**config.mk**
```make
export PLATFORM = sky130hd
export DESIGN_NAME = acs_sequencer
export DESIGN_NICKNAME = d
export VERILOG_FILES = /design/src/verilog/acs_pkg.sv /design/src/verilog/acs_sar_core.sv /design/src/verilog/acs_sequencer.sv
export SDC_FILE = /design/constraint.sdc
export NUM_CORES = 1
export LEC_CHECK = 0
export BUFFER_PORTS_ARGS = -buffer_cell sky130_fd_sc_hd__buf_2
export CAP_MARGIN = 20
export CORE_ASPECT_RATIO = 0.75
export CORE_MARGIN = 8
export CORE_UTILIZATION = 42
export DETAILED_ROUTE_END_ITERATION = 6
export SYNTH_ARGS = -nofsm -noshare
export SYNTH_HDL_FRONTEND = slang
export SYNTH_SLANG_ARGS = --single-unit
```
**constraint.sdc**
```tcl
create_clock -name pclk -period 3.05 [get_ports pclk]
set_clock_uncertainty 0.1 [all_clocks]
set_input_delay 0.305 -clock pclk [delete_from_list [all_inputs] [get_ports pclk]]
set_output_delay 0.305 -clock pclk [all_outputs]
set_load 0.01 [all_outputs]
```
**src/verilog/acs_pkg.sv**
```systemverilog
// Constants, register map and carrier types of the conversion sequencer.
package acs_pkg;

    // ------------------------------------------------------------------
    // Sizes and timing
    // ------------------------------------------------------------------
    localparam int unsigned PADDR_W     = 12;
    localparam int unsigned RESULT_W    = 12;
    localparam int unsigned SAMPLE_CYC  = 4;
    localparam int unsigned CONVERT_CYC = 12;
    localparam int unsigned DIV_SEL_W   = 3;
    localparam int unsigned DIV_CNT_W   = 7;

    // ------------------------------------------------------------------
    // Register offsets
    // ------------------------------------------------------------------
    localparam logic [PADDR_W-1:0] OFS_CTRL0 = 12'h000;
    localparam logic [PADDR_W-1:0] OFS_CTRL1 = 12'h004;
    localparam logic [PADDR_W-1:0] OFS_CTRL2 = 12'h008;
    localparam logic [PADDR_W-1:0] OFS_RESH  = 12'h00C;
    localparam logic [PADDR_W-1:0] OFS_RESL  = 12'h010;
    localparam logic [PADDR_W-1:0] OFS_IRQ   = 12'h014;

    // ------------------------------------------------------------------
    // Field positions
    // ------------------------------------------------------------------
    localparam int unsigned CTRL0_CH_LSB  = 0;
    localparam int unsigned CTRL0_FMT_BIT = 4;
    localparam int unsigned CTRL0_PWR_BIT = 5;
    localparam int unsigned CTRL0_BSY_BIT = 6;
    localparam int unsigned CTRL0_STA_BIT = 7;
    localparam int unsigned CTRL1_DIV_LSB = 0;
    localparam int unsigned CTRL1_SRC_LSB = 5;
    localparam int unsigned CTRL2_REF_LSB = 0;
    localparam int unsigned IRQ_GIE_BIT   = 0;
    localparam int unsigned IRQ_CIE_BIT   = 1;
    localparam int unsigned IRQ_REQ_BIT   = 2;

    // ------------------------------------------------------------------
    // Reset values and codes
    // ------------------------------------------------------------------
    localparam logic [2:0] CH_RST    = 3'h0;
    localparam logic [2:0] SRC_RST   = 3'h0;
    localparam logic [2:0] DIV_RST   = 3'h0;
    localparam logic [3:0] REF_RST   = 4'h0;
    localparam logic [2:0] SRC_EXT_A = 3'h0;
    localparam logic [2:0] SRC_EXT_B = 3'h4;

    // ------------------------------------------------------------------
    // Carrier for the analog front-end controls
    // ------------------------------------------------------------------
    typedef struct packed {
        logic       power_en;
        logic       ext_connect;
        logic [2:0] ext_channel;
        logic [2:0] source;
        logic [3:0] reference;
        logic       sample;
    } acs_analog_t;

endpackage

```
**src/verilog/acs_sar_core.sv**
```systemverilog
// Sampling and successive-approximation engine driven by converter clock ticks.
`timescale 1ns/100ps
module acs_sar_core #(
    parameter int unsigned RES_W = 12,
    parameter int unsigned N_SMP = 4
) (
    input  wire logic             pclk,
    input  wire logic             presetn,
    input  wire logic             clk_en,
    input  wire logic             tick,
    input  wire logic             start,
    input  wire logic             abort,
    input  wire logic             comp_in,
    output logic                  busy,
    output logic                  sampling,
    output logic                  done,
    output logic [RES_W-1:0]      dac_code,
    output logic [RES_W-1:0]      result
);

    typedef enum logic [1:0] {ACS_IDLE, ACS_SAMPLE, ACS_CONVERT} acs_state_t;

    acs_state_t        state;
    logic [4:0]        cnt;
    logic [RES_W-1:0]  trial_bit;

    assign busy     = (state != ACS_IDLE);
    assign sampling = (state == ACS_SAMPLE);

    // ------------------------------------------------------------------
    // Sequence
    // ------------------------------------------------------------------
    always_ff @(posedge pclk or negedge presetn) begin
        if (!presetn) begin
            state     <= ACS_IDLE;
            cnt       <= 5'h00;
            trial_bit <= '0;
            dac_code  <= '0;
            done      <= 1'b0;
        end else if (clk_en) begin
            done <= 1'b0;
            if (abort) begin
                state <= ACS_IDLE;
            end else if (start) begin
                // A start in any state begins the whole sequence again.
                state    <= ACS_SAMPLE;
                cnt      <= 5'h00;
                dac_code <= '0;
            end else begin
                case (state)
                    ACS_IDLE: begin
                        cnt <= 5'h00;
                    end
                    ACS_SAMPLE: begin
                        if (tick) begin
                            if (cnt == 5'(N_SMP - 1)) begin
                                state                <= ACS_CONVERT;
                                trial_bit            <= '0;
                                trial_bit[RES_W-1]   <= 1'b1;
                                dac_code             <= '0;
                                dac_code[RES_W-1]    <= 1'b1;
                                cnt                  <= 5'h00;
                            end else begin
                                cnt <= cnt + 5'h01;
                            end
                        end
                    end
                    ACS_CONVERT: begin
                        if (tick) begin
                            // Keep the trial bit when the input is at or above the DAC level.
                            if (trial_bit[0]) begin
                                state <= ACS_IDLE;
                                done  <= 1'b1;
                                dac_code <= comp_in ? dac_code : (dac_code & ~trial_bit);
                            end else begin
                                dac_code <= (comp_in ? dac_code : (dac_code & ~trial_bit))
                                            | (trial_bit >> 1);
                            end
                            trial_bit <= trial_bit >> 1;
                        end
                    end
                    default: begin
                        state <= ACS_IDLE;
                    end
                endcase
            end
        end
    end

    // ------------------------------------------------------------------
    // Result capture
    // ------------------------------------------------------------------
    always_ff @(posedge pclk or negedge presetn) begin
        if (!presetn) begin
            result <= '0;
        end else if (clk_en) begin
            if (!abort && !start && state == ACS_CONVERT && tick && trial_bit[0]) begin
                result <= comp_in ? dac_code : (dac_code & ~trial_bit);
            end
        end
    end

endmodule

```
**src/verilog/acs_sequencer.sv**
```systemverilog
// APB register file, converter clock divider, start detection and interrupt request.
//
// Added by the designer: the placing of the registers and the APB register port.
`timescale 1ns/100ps
module acs_sequencer #(
    parameter int unsigned RES_W = acs_pkg::RESULT_W
) (
    input  wire logic                       pclk,
    input  wire logic                       presetn,
    input  wire logic                       clk_en,
    input  wire logic                       psel,
    input  wire logic                       penable,
    input  wire logic                       pwrite,
    input  wire logic [acs_pkg::PADDR_W-1:0] paddr,
    input  wire logic [31:0]                pwdata,
    output logic      [31:0]                prdata,
    output logic                            pready,
    output logic                            pslverr,
    input  wire logic                       comp_in,
    output logic      [RES_W-1:0]           dac_code,
    output acs_pkg::acs_analog_t            analog,
    output logic                            conv_irq
);

    // ------------------------------------------------------------------
    // Control registers
    // ------------------------------------------------------------------
    logic [2:0]                     ext_channel_sel;
    logic                           result_format_sel;
    logic                           conv_power_enable;
    logic                           start_bit;
    logic                           start_bit_d;
    logic [acs_pkg::DIV_SEL_W-1:0]  conv_clk_div_sel;
    logic [2:0]                     input_source_sel;
    logic [3:0]                     reference_sel;
    logic                           global_irq_enable;
    logic                           conv_irq_enable;
    logic                           conv_irq_flag;
    logic [7:0]                     result_high_byte;
    logic [7:0]                     result_low_byte;

    logic                           wr_en;
    logic                           rd_en;
    logic                           addr_ok;
    logic                           start_pulse;
    logic                           conv_busy_flag;
    logic                           sampling;
    logic                           conv_done;
    logic [RES_W-1:0]               result;
    logic [acs_pkg::DIV_CNT_W-1:0]  div_cnt;
    logic                           conv_tick;
    logic                           ext_path;

    // Terminal count of the converter clock divider for a select code.
    function automatic logic [acs_pkg::DIV_CNT_W-1:0] div_limit(
        input logic [acs_pkg::DIV_SEL_W-1:0] sel
    );
        logic [7:0] full;
        full      = 8'(8'h01 << sel) - 8'h01;
        div_limit = full[acs_pkg::DIV_CNT_W-1:0];
    endfunction

    // True when the source code routes an external channel.
    function automatic logic is_external(input logic [2:0] src);
        is_external = (src == acs_pkg::SRC_EXT_A) || (src == acs_pkg::SRC_EXT_B);
    endfunction

    // ------------------------------------------------------------------
    // APB decode
    // ------------------------------------------------------------------
    // The slave answers every access in its first access cycle.
    assign pready = 1'b1;
    assign wr_en  = psel && penable && pwrite && clk_en;
    assign rd_en  = psel && penable && !pwrite;

    always_comb begin
        case (paddr)
            acs_pkg::OFS_CTRL0,
            acs_pkg::OFS_CTRL1,
            acs_pkg::OFS_CTRL2,
            acs_pkg::OFS_RESH,
            acs_pkg::OFS_RESL,
            acs_pkg::OFS_IRQ: addr_ok = 1'b1;
            default:          addr_ok = 1'b0;
        endcase
    end

    assign pslverr = psel && penable && !addr_ok;

    // ------------------------------------------------------------------
    // Register writes
    // ------------------------------------------------------------------
    always_ff @(posedge pclk or negedge presetn) begin
        if (!presetn) begin
            ext_channel_sel   <= acs_pkg::CH_RST;
            result_format_sel <= 1'b0;
            conv_power_enable <= 1'b0;
            start_bit         <= 1'b0;
        end else if (wr_en && paddr == acs_pkg::OFS_CTRL0) begin
            ext_channel_sel   <= pwdata[acs_pkg::CTRL0_CH_LSB +: 3];
            result_format_sel <= pwdata[acs_pkg::CTRL0_FMT_BIT];
            conv_power_enable <= pwdata[acs_pkg::CTRL0_PWR_BIT];
            start_bit         <= pwdata[acs_pkg::CTRL0_STA_BIT];
        end
    end

    always_ff @(posedge pclk or negedge presetn) begin
        if (!presetn) begin
            conv_clk_div_sel <= acs_pkg::DIV_RST;
            input_source_sel <= acs_pkg::SRC_RST;
        end else if (wr_en && paddr == acs_pkg::OFS_CTRL1) begin
            conv_clk_div_sel <= pwdata[acs_pkg::CTRL1_DIV_LSB +: acs_pkg::DIV_SEL_W];
            input_source_sel <= pwdata[acs_pkg::CTRL1_SRC_LSB +: 3];
        end
    end

    always_ff @(posedge pclk or negedge presetn) begin
        if (!presetn) begin
            reference_sel <= acs_pkg::REF_RST;
        end else if (wr_en && paddr == acs_pkg::OFS_CTRL2) begin
            reference_sel <= pwdata[acs_pkg::CTRL2_REF_LSB +: 4];
        end
    end

    always_ff @(posedge pclk or negedge presetn) begin
        if (!presetn) begin
            global_irq_enable <= 1'b0;
            conv_irq_enable   <= 1'b0;
        end else if (wr_en && paddr == acs_pkg::OFS_IRQ) begin
            global_irq_enable <= pwdata[acs_pkg::IRQ_GIE_BIT];
            conv_irq_enable   <= pwdata[acs_pkg::IRQ_CIE_BIT];
        end
    end

    // ------------------------------------------------------------------
    // Start detection
    // ------------------------------------------------------------------
    // The fall of the start bit after it was high closes the low-high-low pulse.
    always_ff @(posedge pclk or negedge presetn) begin
        if (!presetn) begin
            start_bit_d <= 1'b0;
        end else if (clk_en) begin
            start_bit_d <= start_bit;
        end
    end

    assign start_pulse = start_bit_d && !start_bit && conv_power_enable;

    // ------------------------------------------------------------------
    // Converter clock divider
    // ------------------------------------------------------------------
    // Restarted on each start so the first sampling period is a full one.
    always_ff @(posedge pclk or negedge presetn) begin
        if (!presetn) begin
            div_cnt <= '0;
        end else if (clk_en) begin
            if (start_pulse || !conv_power_enable || conv_tick) begin
                div_cnt <= '0;
            end else begin
                div_cnt <= div_cnt + 7'h01;
            end
        end
    end

    assign conv_tick = conv_power_enable && (div_cnt == div_limit(conv_clk_div_sel));

    // ------------------------------------------------------------------
    // Conversion engine
    // ------------------------------------------------------------------
    acs_sar_core #(
        .RES_W (RES_W),
        .N_SMP (acs_pkg::SAMPLE_CYC)
    ) u_core (
        .pclk     (pclk),
        .presetn  (presetn),
        .clk_en   (clk_en),
        .tick     (conv_tick),
        .start    (start_pulse),
        .abort    (!conv_power_enable),
        .comp_in  (comp_in),
        .busy     (conv_busy_flag),
        .sampling (sampling),
        .done     (conv_done),
        .dac_code (dac_code),
        .result   (result)
    );

    // ------------------------------------------------------------------
    // Result bytes
    // ------------------------------------------------------------------
    // Format zero left-justifies the value, format one right-justifies it.
    always_ff @(posedge pclk or negedge presetn) begin
        if (!presetn) begin
            result_high_byte <= 8'h00;
            result_low_byte  <= 8'h00;
        end else if (clk_en) begin
            if (result_format_sel) begin
                result_high_byte <= {4'h0, result[11:8]};
                result_low_byte  <= result[7:0];
            end else begin
                result_high_byte <= result[11:4];
                result_low_byte  <= {result[3:0], 4'h0};
            end
        end
    end

    // ------------------------------------------------------------------
    // Interrupt request
    // ------------------------------------------------------------------
    // A conversion end in the same cycle as a software clear keeps the flag set.
    always_ff @(posedge pclk or negedge presetn) begin
        if (!presetn) begin
            conv_irq_flag <= 1'b0;
        end else if (clk_en) begin
            if (conv_done) begin
                conv_irq_flag <= 1'b1;
            end else if (wr_en && paddr == acs_pkg::OFS_IRQ
                         && !pwdata[acs_pkg::IRQ_REQ_BIT]) begin
                conv_irq_flag <= 1'b0;
            end
        end
    end

    assign conv_irq = global_irq_enable && conv_irq_enable && conv_irq_flag;

    // ------------------------------------------------------------------
    // Analog front-end controls
    // ------------------------------------------------------------------
    assign ext_path = is_external(input_source_sel);

    always_ff @(posedge pclk or negedge presetn) begin
        if (!presetn) begin
            analog <= '0;
        end else if (clk_en) begin
            analog.power_en    <= conv_power_enable;
            analog.ext_connect <= conv_power_enable && ext_path;
            analog.ext_channel <= ext_channel_sel;
            analog.source      <= input_source_sel;
            analog.reference   <= reference_sel;
            analog.sample      <= sampling;
        end
    end

    // ------------------------------------------------------------------
    // Read data
    // ------------------------------------------------------------------
    // Busy is read live so polling sees the end without delay.
    always_comb begin
        prdata = 32'h0000_0000;
        if (rd_en) begin
            case (paddr)
                acs_pkg::OFS_CTRL0: begin
                    prdata[acs_pkg::CTRL0_CH_LSB +: 3]  = ext_channel_sel;
                    prdata[acs_pkg::CTRL0_FMT_BIT]      = result_format_sel;
                    prdata[acs_pkg::CTRL0_PWR_BIT]      = conv_power_enable;
                    prdata[acs_pkg::CTRL0_BSY_BIT]      = conv_busy_flag;
                    prdata[acs_pkg::CTRL0_STA_BIT]      = start_bit;
                end
                acs_pkg::OFS_CTRL1: begin
                    prdata[acs_pkg::CTRL1_DIV_LSB +: acs_pkg::DIV_SEL_W] = conv_clk_div_sel;
                    prdata[acs_pkg::CTRL1_SRC_LSB +: 3]                  = input_source_sel;
                end
                acs_pkg::OFS_CTRL2: begin
                    prdata[acs_pkg::CTRL2_REF_LSB +: 4] = reference_sel;
                end
                acs_pkg::OFS_RESH: begin
                    prdata[7:0] = result_high_byte;
                end
                acs_pkg::OFS_RESL: begin
                    prdata[7:0] = result_low_byte;
                end
                acs_pkg::OFS_IRQ: begin
                    prdata[acs_pkg::IRQ_GIE_BIT] = global_irq_enable;
                    prdata[acs_pkg::IRQ_CIE_BIT] = conv_irq_enable;
                    prdata[acs_pkg::IRQ_REQ_BIT] = conv_irq_flag;
                end
                default: begin
                    prdata = 32'h0000_0000;
                end
            endcase
        end
    end

endmodule

```
==> flow_metrics.env, run 1 <==
export IMPL_outcome="finished, final reports clean"
export IMPL_drive_gt1_frac=0.255
export IMPL_total_leakage_power_uw=0.00276
export IMPL_wl_per_cell_um=17.2
export IMPL_cts_sinks=100
export IMPL_ys_ff_latch=100
export IMPL_syn_to_final_growth_pct=12.4
export IMPL_ir_drop_mv=0.327
export IMPL_syn_area_mm2=0.00536
export IMPL_clk_latency_ns=0.35
export IMPL_critPathMaxFanout=12
export IMPL_grt_pass1_wl_um=21200
export IMPL_cts_resized=0
export IMPL_num_io_pins=111
export IMPL_min_period_ns=2.81
export IMPL_finalWirelength_um=12800
export IMPL_r2r_slack_ns=0.24
export IMPL_synth_ff_type="dfrtp_1"
export IMPL_layout_common_cells="dfrtp_1, buf_2, nand2_1, mux2_2"
export IMPL_die_h_um=114
export IMPL_cts_tree="yes"
export IMPL_synth_compound_area_frac=0.149
export IMPL_hold_depth=3
export IMPL_num_rows=35
export IMPL_fin_crit_sh=0.922
export IMPL_holdWs_ns=0.0861
export IMPL_min_from="pwdata[5]"
export IMPL_nets=628
export IMPL_diodes=0
export IMPL_multi_input_area_mm2=0.00249
export IMPL_path_clk_slew_ns=0.07
export IMPL_p_clk_frac=0.272
export IMPL_gp_congestion=0.831
export IMPL_tns_ns=0
export IMPL_fmax_mhz=355
export IMPL_async_flop_share=1.00
export IMPL_crit_start="conv_clk_div_sel[1]"
export IMPL_overflow=0
export IMPL_core_region_area_mm2=0.0124
export IMPL_combPwrFrac=0.315
export IMPL_pwr_share_seq=0.414
export IMPL_place_ws_ns=0.262
export IMPL_yosysWarnings=0
export IMPL_post_cts_buffers=0
export IMPL_synthMuxAreaShare=0.147
export IMPL_ff2ff_path_depth=6
export IMPL_die_area_mm2=0.0167
export IMPL_maxCapViolations=0
export IMPL_crit_required_ns=3.21
export IMPL_cp_end_kind="flip-flop"
export IMPL_first_global_vias=4065
export IMPL_synthSimpleGateAreaFrac=0.130
export IMPL_maxSlewHeadroom=0.460
export IMPL_seqCellArea_mm2=0.00250
export IMPL_grt_max_degree=63
export IMPL_intPower_uw=2650
export IMPL_r2r_start="conv_clk_div_sel[1]"
export IMPL_synth_top_area_frac=0.467
export IMPL_setup_slack_ns=0.237
export IMPL_route_detailed_drc=0
export IMPL_io_buffers=61
export IMPL_clock_tree_root_cell="clkbuf_16"
export IMPL_htreeDepth=3
export IMPL_dp_hpwl_um=9270
export IMPL_clk_path_buf_depth=2
export IMPL_synthDistinctLibCells=60
export IMPL_dr_total_vias=3989
export IMPL_synth_fa_ha_area_frac=0.0117
export IMPL_cts_buffers=9
export IMPL_setup_worst_path_start_class="flip-flop"
export IMPL_max_slew_worst_pin_slew_ns=0.810
export IMPL_layout_commonest_cell="dfrtp_1"
export IMPL_grt_usage=0.156
export IMPL_setup_violations=0
export IMPL_report_final_slew_viol_count=0
export IMPL_p_sw_frac=0.361
export IMPL_synthCells=521
export IMPL_synth_top_family_by_area="compound AO/OA/AOI/OAI gates"
export IMPL_arrival_ns=2.97
export IMPL_yosysTopAreaCell="dfrtp_1"
export IMPL_postCtsHoldBufs=1
export IMPL_via_per_inst=5.37
export IMPL_start_util=0.433
export IMPL_drtPass1Iterations=6
export IMPL_yosys_top_cells_area="dfrtp_1, mux2_2, mux2i_1, buf_4, nand2_1"
export IMPL_ys_seq_area_frac=0.467
export IMPL_ant_nets=0
export IMPL_synth_area_per_cell_um2=10.3
export IMPL_worstSetupPathType="flip-flop to flip-flop"
export IMPL_power_density_mw_per_mm2=687
export IMPL_hold_viol=0
export IMPL_min_path_type="input pin to flip-flop"
export IMPL_drt_iter0_markers=235
export IMPL_p_switching_uw=1490
export IMPL_rsz0062_at_grt="false"
export IMPL_die_x_um=146
export IMPL_synth_edf_count=0
export IMPL_nFillCells=1159
export IMPL_antenna_found_initial=0
export IMPL_synthXorXnorAreaFrac=0.00980
==> synthesized netlist by cell type, drive strengths merged (8+ instances only) <==
cell,number
or3,8
dfrtp,100
o311ai,10
nor3,8
mux2i,29
nand4,8
nor2,32
buf,32
clkbuf,23
mux2,44
nand3,18
nand2,44
a21boi,9
inv,33
a21oi,18
o21ai,27
==> flip-flops by register name (all words and copies together) (netlist names), 3 cells and up <==
signal            cells
u_core.trial_bit     12
result_high_byte      8
u_core.dac_code      12
conv_clk_div_sel      3
div_cnt               7
input_source_sel      3
ext_channel_sel       3
reference_sel         4
u_core.result        12
analog               13
result_low_byte       8
u_core.cnt            5
==> final cells by class <==
cell class / count / area share
flip-flops and latches: 100 / 0.415
multi-input cells: 355 / 0.414
repair buffers: 72 / 0.0672
clock buffers: 10 / 0.0380
well taps: 166 / 0.0345
inverters: 34 / 0.0212
clock inverters: 6 / 0.0104
==> path summary, 6_finish.rpt <==
kind / endpoint
max in group asynchronous: u_core.result[10]
worst min-delay path: conv_power_enable
min in group asynchronous: u_core.trial_bit[7]
worst max register to register: u_core.result[10]
worst min register to register: analog[12]
worst max-delay path: u_core.result[10]
==> critical path: stages (launching register included) <==
cell	delay, ns
dfrtp_1	0.51
a2111o_1	0.50
a211oi_4	0.40
nand3_1	0.25
nor3_4	0.53
buf_4	0.24
mux2i_1	0.21
==> per-layer routing <==
| layer | vias up | global-route usage | share of wire | wire [um] |
|---|---|---|---|---|
| met2 | 116 | 0.246 | 0.46 | 5900 |
| li1 | 1903 | - | - | - |
| met3 | 10 | 0.0352 | 0.048 | 612 |
| met5 | - | 0 | 0 | 0 |
| met4 | 0 | 0.0507 | 0.0094 | 120 |
| met1 | 1960 | 0.210 | 0.48 | 6170 |
==> stage by stage <==
stage	cell area [um^2]	total power, uW	utilization	cells
4_1_cts	6030	4180	0.486	743
3_5_place_dp	5730	3030	0.462	726
3_3_place_gp	5730	3000	0.462	726
5_1_grt	6030	4380	0.486	743
2_1_floorplan	5450	2630	-	544
6_report	6030	4140	0.486	743
==> kinds of logic (layout without fill, tap and decap cells) <==
group | count (synthesis) | in the layout
AOI/OAI and AO/OA | 103 | 103
xor gates and xnor gates | 6 | 6
adders and majority gates | 5 | 5
buffers and inverters | 89 | 122
DFF | 100 | 100
muxes | 73 | 73
other | 2 | 25
and+or+nand+nor | 143 | 143
==> power by group through the flow <==
stage / Clock [uW] / Combinational (uW) / Sequential, uW
after detailed placement: 0 / 1300 / 1740
after global routing: 1200 / 1440 / 1750
final: 1130 / 1300 / 1710
after floorplan: 0 / 908 / 1730
after global placement: 0 / 1270 / 1730
after CTS: 1160 / 1310 / 1710
Note: power is estimated with default switching activity, not from simulation.
==> run 2, diff against run 1 <==
--- a/config.mk
+++ b/config.mk
@@ -11,6 +11,7 @@
 export CORE_MARGIN = 8
 export CORE_UTILIZATION = 42
 export DETAILED_ROUTE_END_ITERATION = 6
+export RECOVER_POWER = 100
 export SYNTH_ARGS = -nofsm -noshare
 export SYNTH_HDL_FRONTEND = slang
 export SYNTH_SLANG_ARGS = --single-unit
==> constraint.sdc (replaced) <==
create_clock -name pclk -period 3.05 [get_ports pclk]
set_clock_uncertainty 0.1 [all_clocks]
set_input_delay 0.305 -clock pclk [delete_from_list [all_inputs] [get_ports pclk]]
set_output_delay 0.305 -clock pclk [all_outputs]
set_load 0.05 [all_outputs]
==> flow_metrics.env, run 2 (synthesis gave the netlist of run 1 again) <==
export IMPL_wl_per_cell_um=17.2
export IMPL_setup_worst_path_start_class="flip-flop"
export IMPL_total_leakage_power_uw=0.00264
export IMPL_crit_required_ns=3.17
export IMPL_gp_congestion=0.838
export IMPL_fin_total_pwr_uw=4410
export IMPL_antenna_found_initial=0
export IMPL_die_h_um=114
export IMPL_clk_path_buf_depth=2
export IMPL_htreeDepth=3
export IMPL_layout_commonest_cell="dfrtp_1"
export IMPL_grt_pass1_wl_um=21600
export IMPL_dr_total_vias=4038
export IMPL_largest_register_ffs=13
export IMPL_pwr_share_seq=0.390
export IMPL_max_slew_worst_pin_slew_ns=1.12
export IMPL_cp_end_kind="flip-flop"
export IMPL_finalWirelength_um=12800
export IMPL_start_util=0.433
export IMPL_place_ws_ns=0.349
export IMPL_die_area_mm2=0.0167
export IMPL_maxCapViolations=0
export IMPL_fmax_mhz=366
export IMPL_cts_resized=0
export IMPL_intPower_uw=2650
export IMPL_postCtsHoldBufs=1
export IMPL_drtPass1Iterations=6
export IMPL_report_final_slew_viol_count=0
export IMPL_syn_to_final_growth_pct=10.5
export IMPL_layout_common_cells="dfrtp_1, nand2_1, mux2_2"
export IMPL_maxSlewHeadroom=0.255
export IMPL_p_switching_uw=1760
export IMPL_min_from="pwdata[3]"
export IMPL_fin_crit_sh=0.895
export IMPL_tns_ns=0
export IMPL_cts_tree="yes"
export IMPL_grt_max_degree=56
export IMPL_critPathMaxFanout=12
export IMPL_io_buffers=61
export IMPL_ir_drop_mv=0.389
export IMPL_clock_tree_root_cell="clkbuf_16"
export IMPL_worstSetupPathType="flip-flop to flip-flop"
export IMPL_grt_usage=0.158
export IMPL_dp_hpwl_um=9310
export IMPL_post_cts_buffers=0
export IMPL_core_region_area_mm2=0.0124
export IMPL_cts_sinks=100
export IMPL_via_per_inst=5.43
export IMPL_setup_slack_ns=0.320
export IMPL_r2r_slack_ns=0.32
export IMPL_reg2reg_to="u_core.dac_code[4]"
export IMPL_outcome="finished, final reports clean"
export IMPL_drive_gt1_frac=0.185
export IMPL_num_rows=35
export IMPL_first_global_vias=4099
export IMPL_rsz0062_at_grt="false"
export IMPL_die_x_um=146
export IMPL_crit_start="conv_clk_div_sel[1]"
export IMPL_min_period_ns=2.73
export IMPL_ant_nets=0
export IMPL_arrival_ns=2.85
export IMPL_path_clk_slew_ns=0.08
export IMPL_combPwrFrac=0.335
export IMPL_ff2ff_path_depth=5
export IMPL_power_density_mw_per_mm2=745
export IMPL_hold_viol=0
export IMPL_p_sw_frac=0.400
export IMPL_regMostFlops="analog"
export IMPL_overflow=0
export IMPL_clk_latency_ns=0.35
export IMPL_r2r_start="conv_clk_div_sel[1]"
export IMPL_nFillCells=1188
export IMPL_min_path_type="input pin to flip-flop"
export IMPL_diodes=0
export IMPL_p_clk_frac=0.275
export IMPL_drt_iter0_markers=344
export IMPL_hold_depth=2
export IMPL_hold_end="reference_sel[3]"
export IMPL_num_io_pins=111
export IMPL_nets=629
export IMPL_setup_violations=0
export IMPL_cts_buffers=9
export IMPL_route_detailed_drc=0
-- run 2: cell count changes in the layout (fill, tap and decap cells not counted), moves of 2 or more --
cell and delta:
buf_2 -35, buf_4 -4, clkbuf_1 +31, clkbuf_2 +8, inv_6 -2, o311ai_0 +8, o311ai_2 -8
-- run 2: routing by layer --
metal	vias to the layer above	routed length (um)	GRT usage
met2	129	6060	0.246
li1	1901	-	-
met4	0	110	0.0404
met1	2000	6070	0.218
met3	8	579	0.0356
met5	-	0	0
-- run 2: worst max-delay path by stage --
stage / to
detailed placement: u_core.cnt[0]
finish: u_core.dac_code[4]
global route: prdata[3]
CTS: u_core.cnt[0]
floorplan: prdata[0]
global placement: u_core.cnt[1]
-- run 2: critical path, stage by stage (launching register included) --
cell and delay [ns]:
dfrtp_1 0.50, a2111o_1 0.49, a211oi_4 0.39, a41oi_1 0.18, or3_1 0.53, o311ai_0 0.41
-- run 2: stage by stage --
step,std cells,util,hold slack [ns],cell area (um^2)
after global placement,727,0.463,0.251,5730
final,744,0.478,0.0860,5930
after floorplan,544,-,-0.0906,5450
after CTS,744,0.489,0.0737,6060
after detailed placement,727,0.463,0.255,5730
after global routing,744,0.478,0.0779,5930
-- run 2: cell type report --
class / count / area [um^2] / share of cell area
clock buffers: 9 / 225 / 0.0380
clock inverters: 7 / 93.8 / 0.0158
inverters: 34 / 128 / 0.0215
multi-input cells: 355 / 2420 / 0.409
flip-flops and latches: 100 / 2500 / 0.422
well taps: 166 / 208 / 0.0351
repair buffers: 73 / 348 / 0.0587
-- run 2: power groups by stage --
stage	Combinational (uW)	Sequential [uW]	Clock, uW
global placement	1560	1730	0
global route	1600	1750	1300
floorplan	964	1960	0
CTS	1600	1720	1250
detailed placement	1590	1740	0
finish	1480	1720	1210
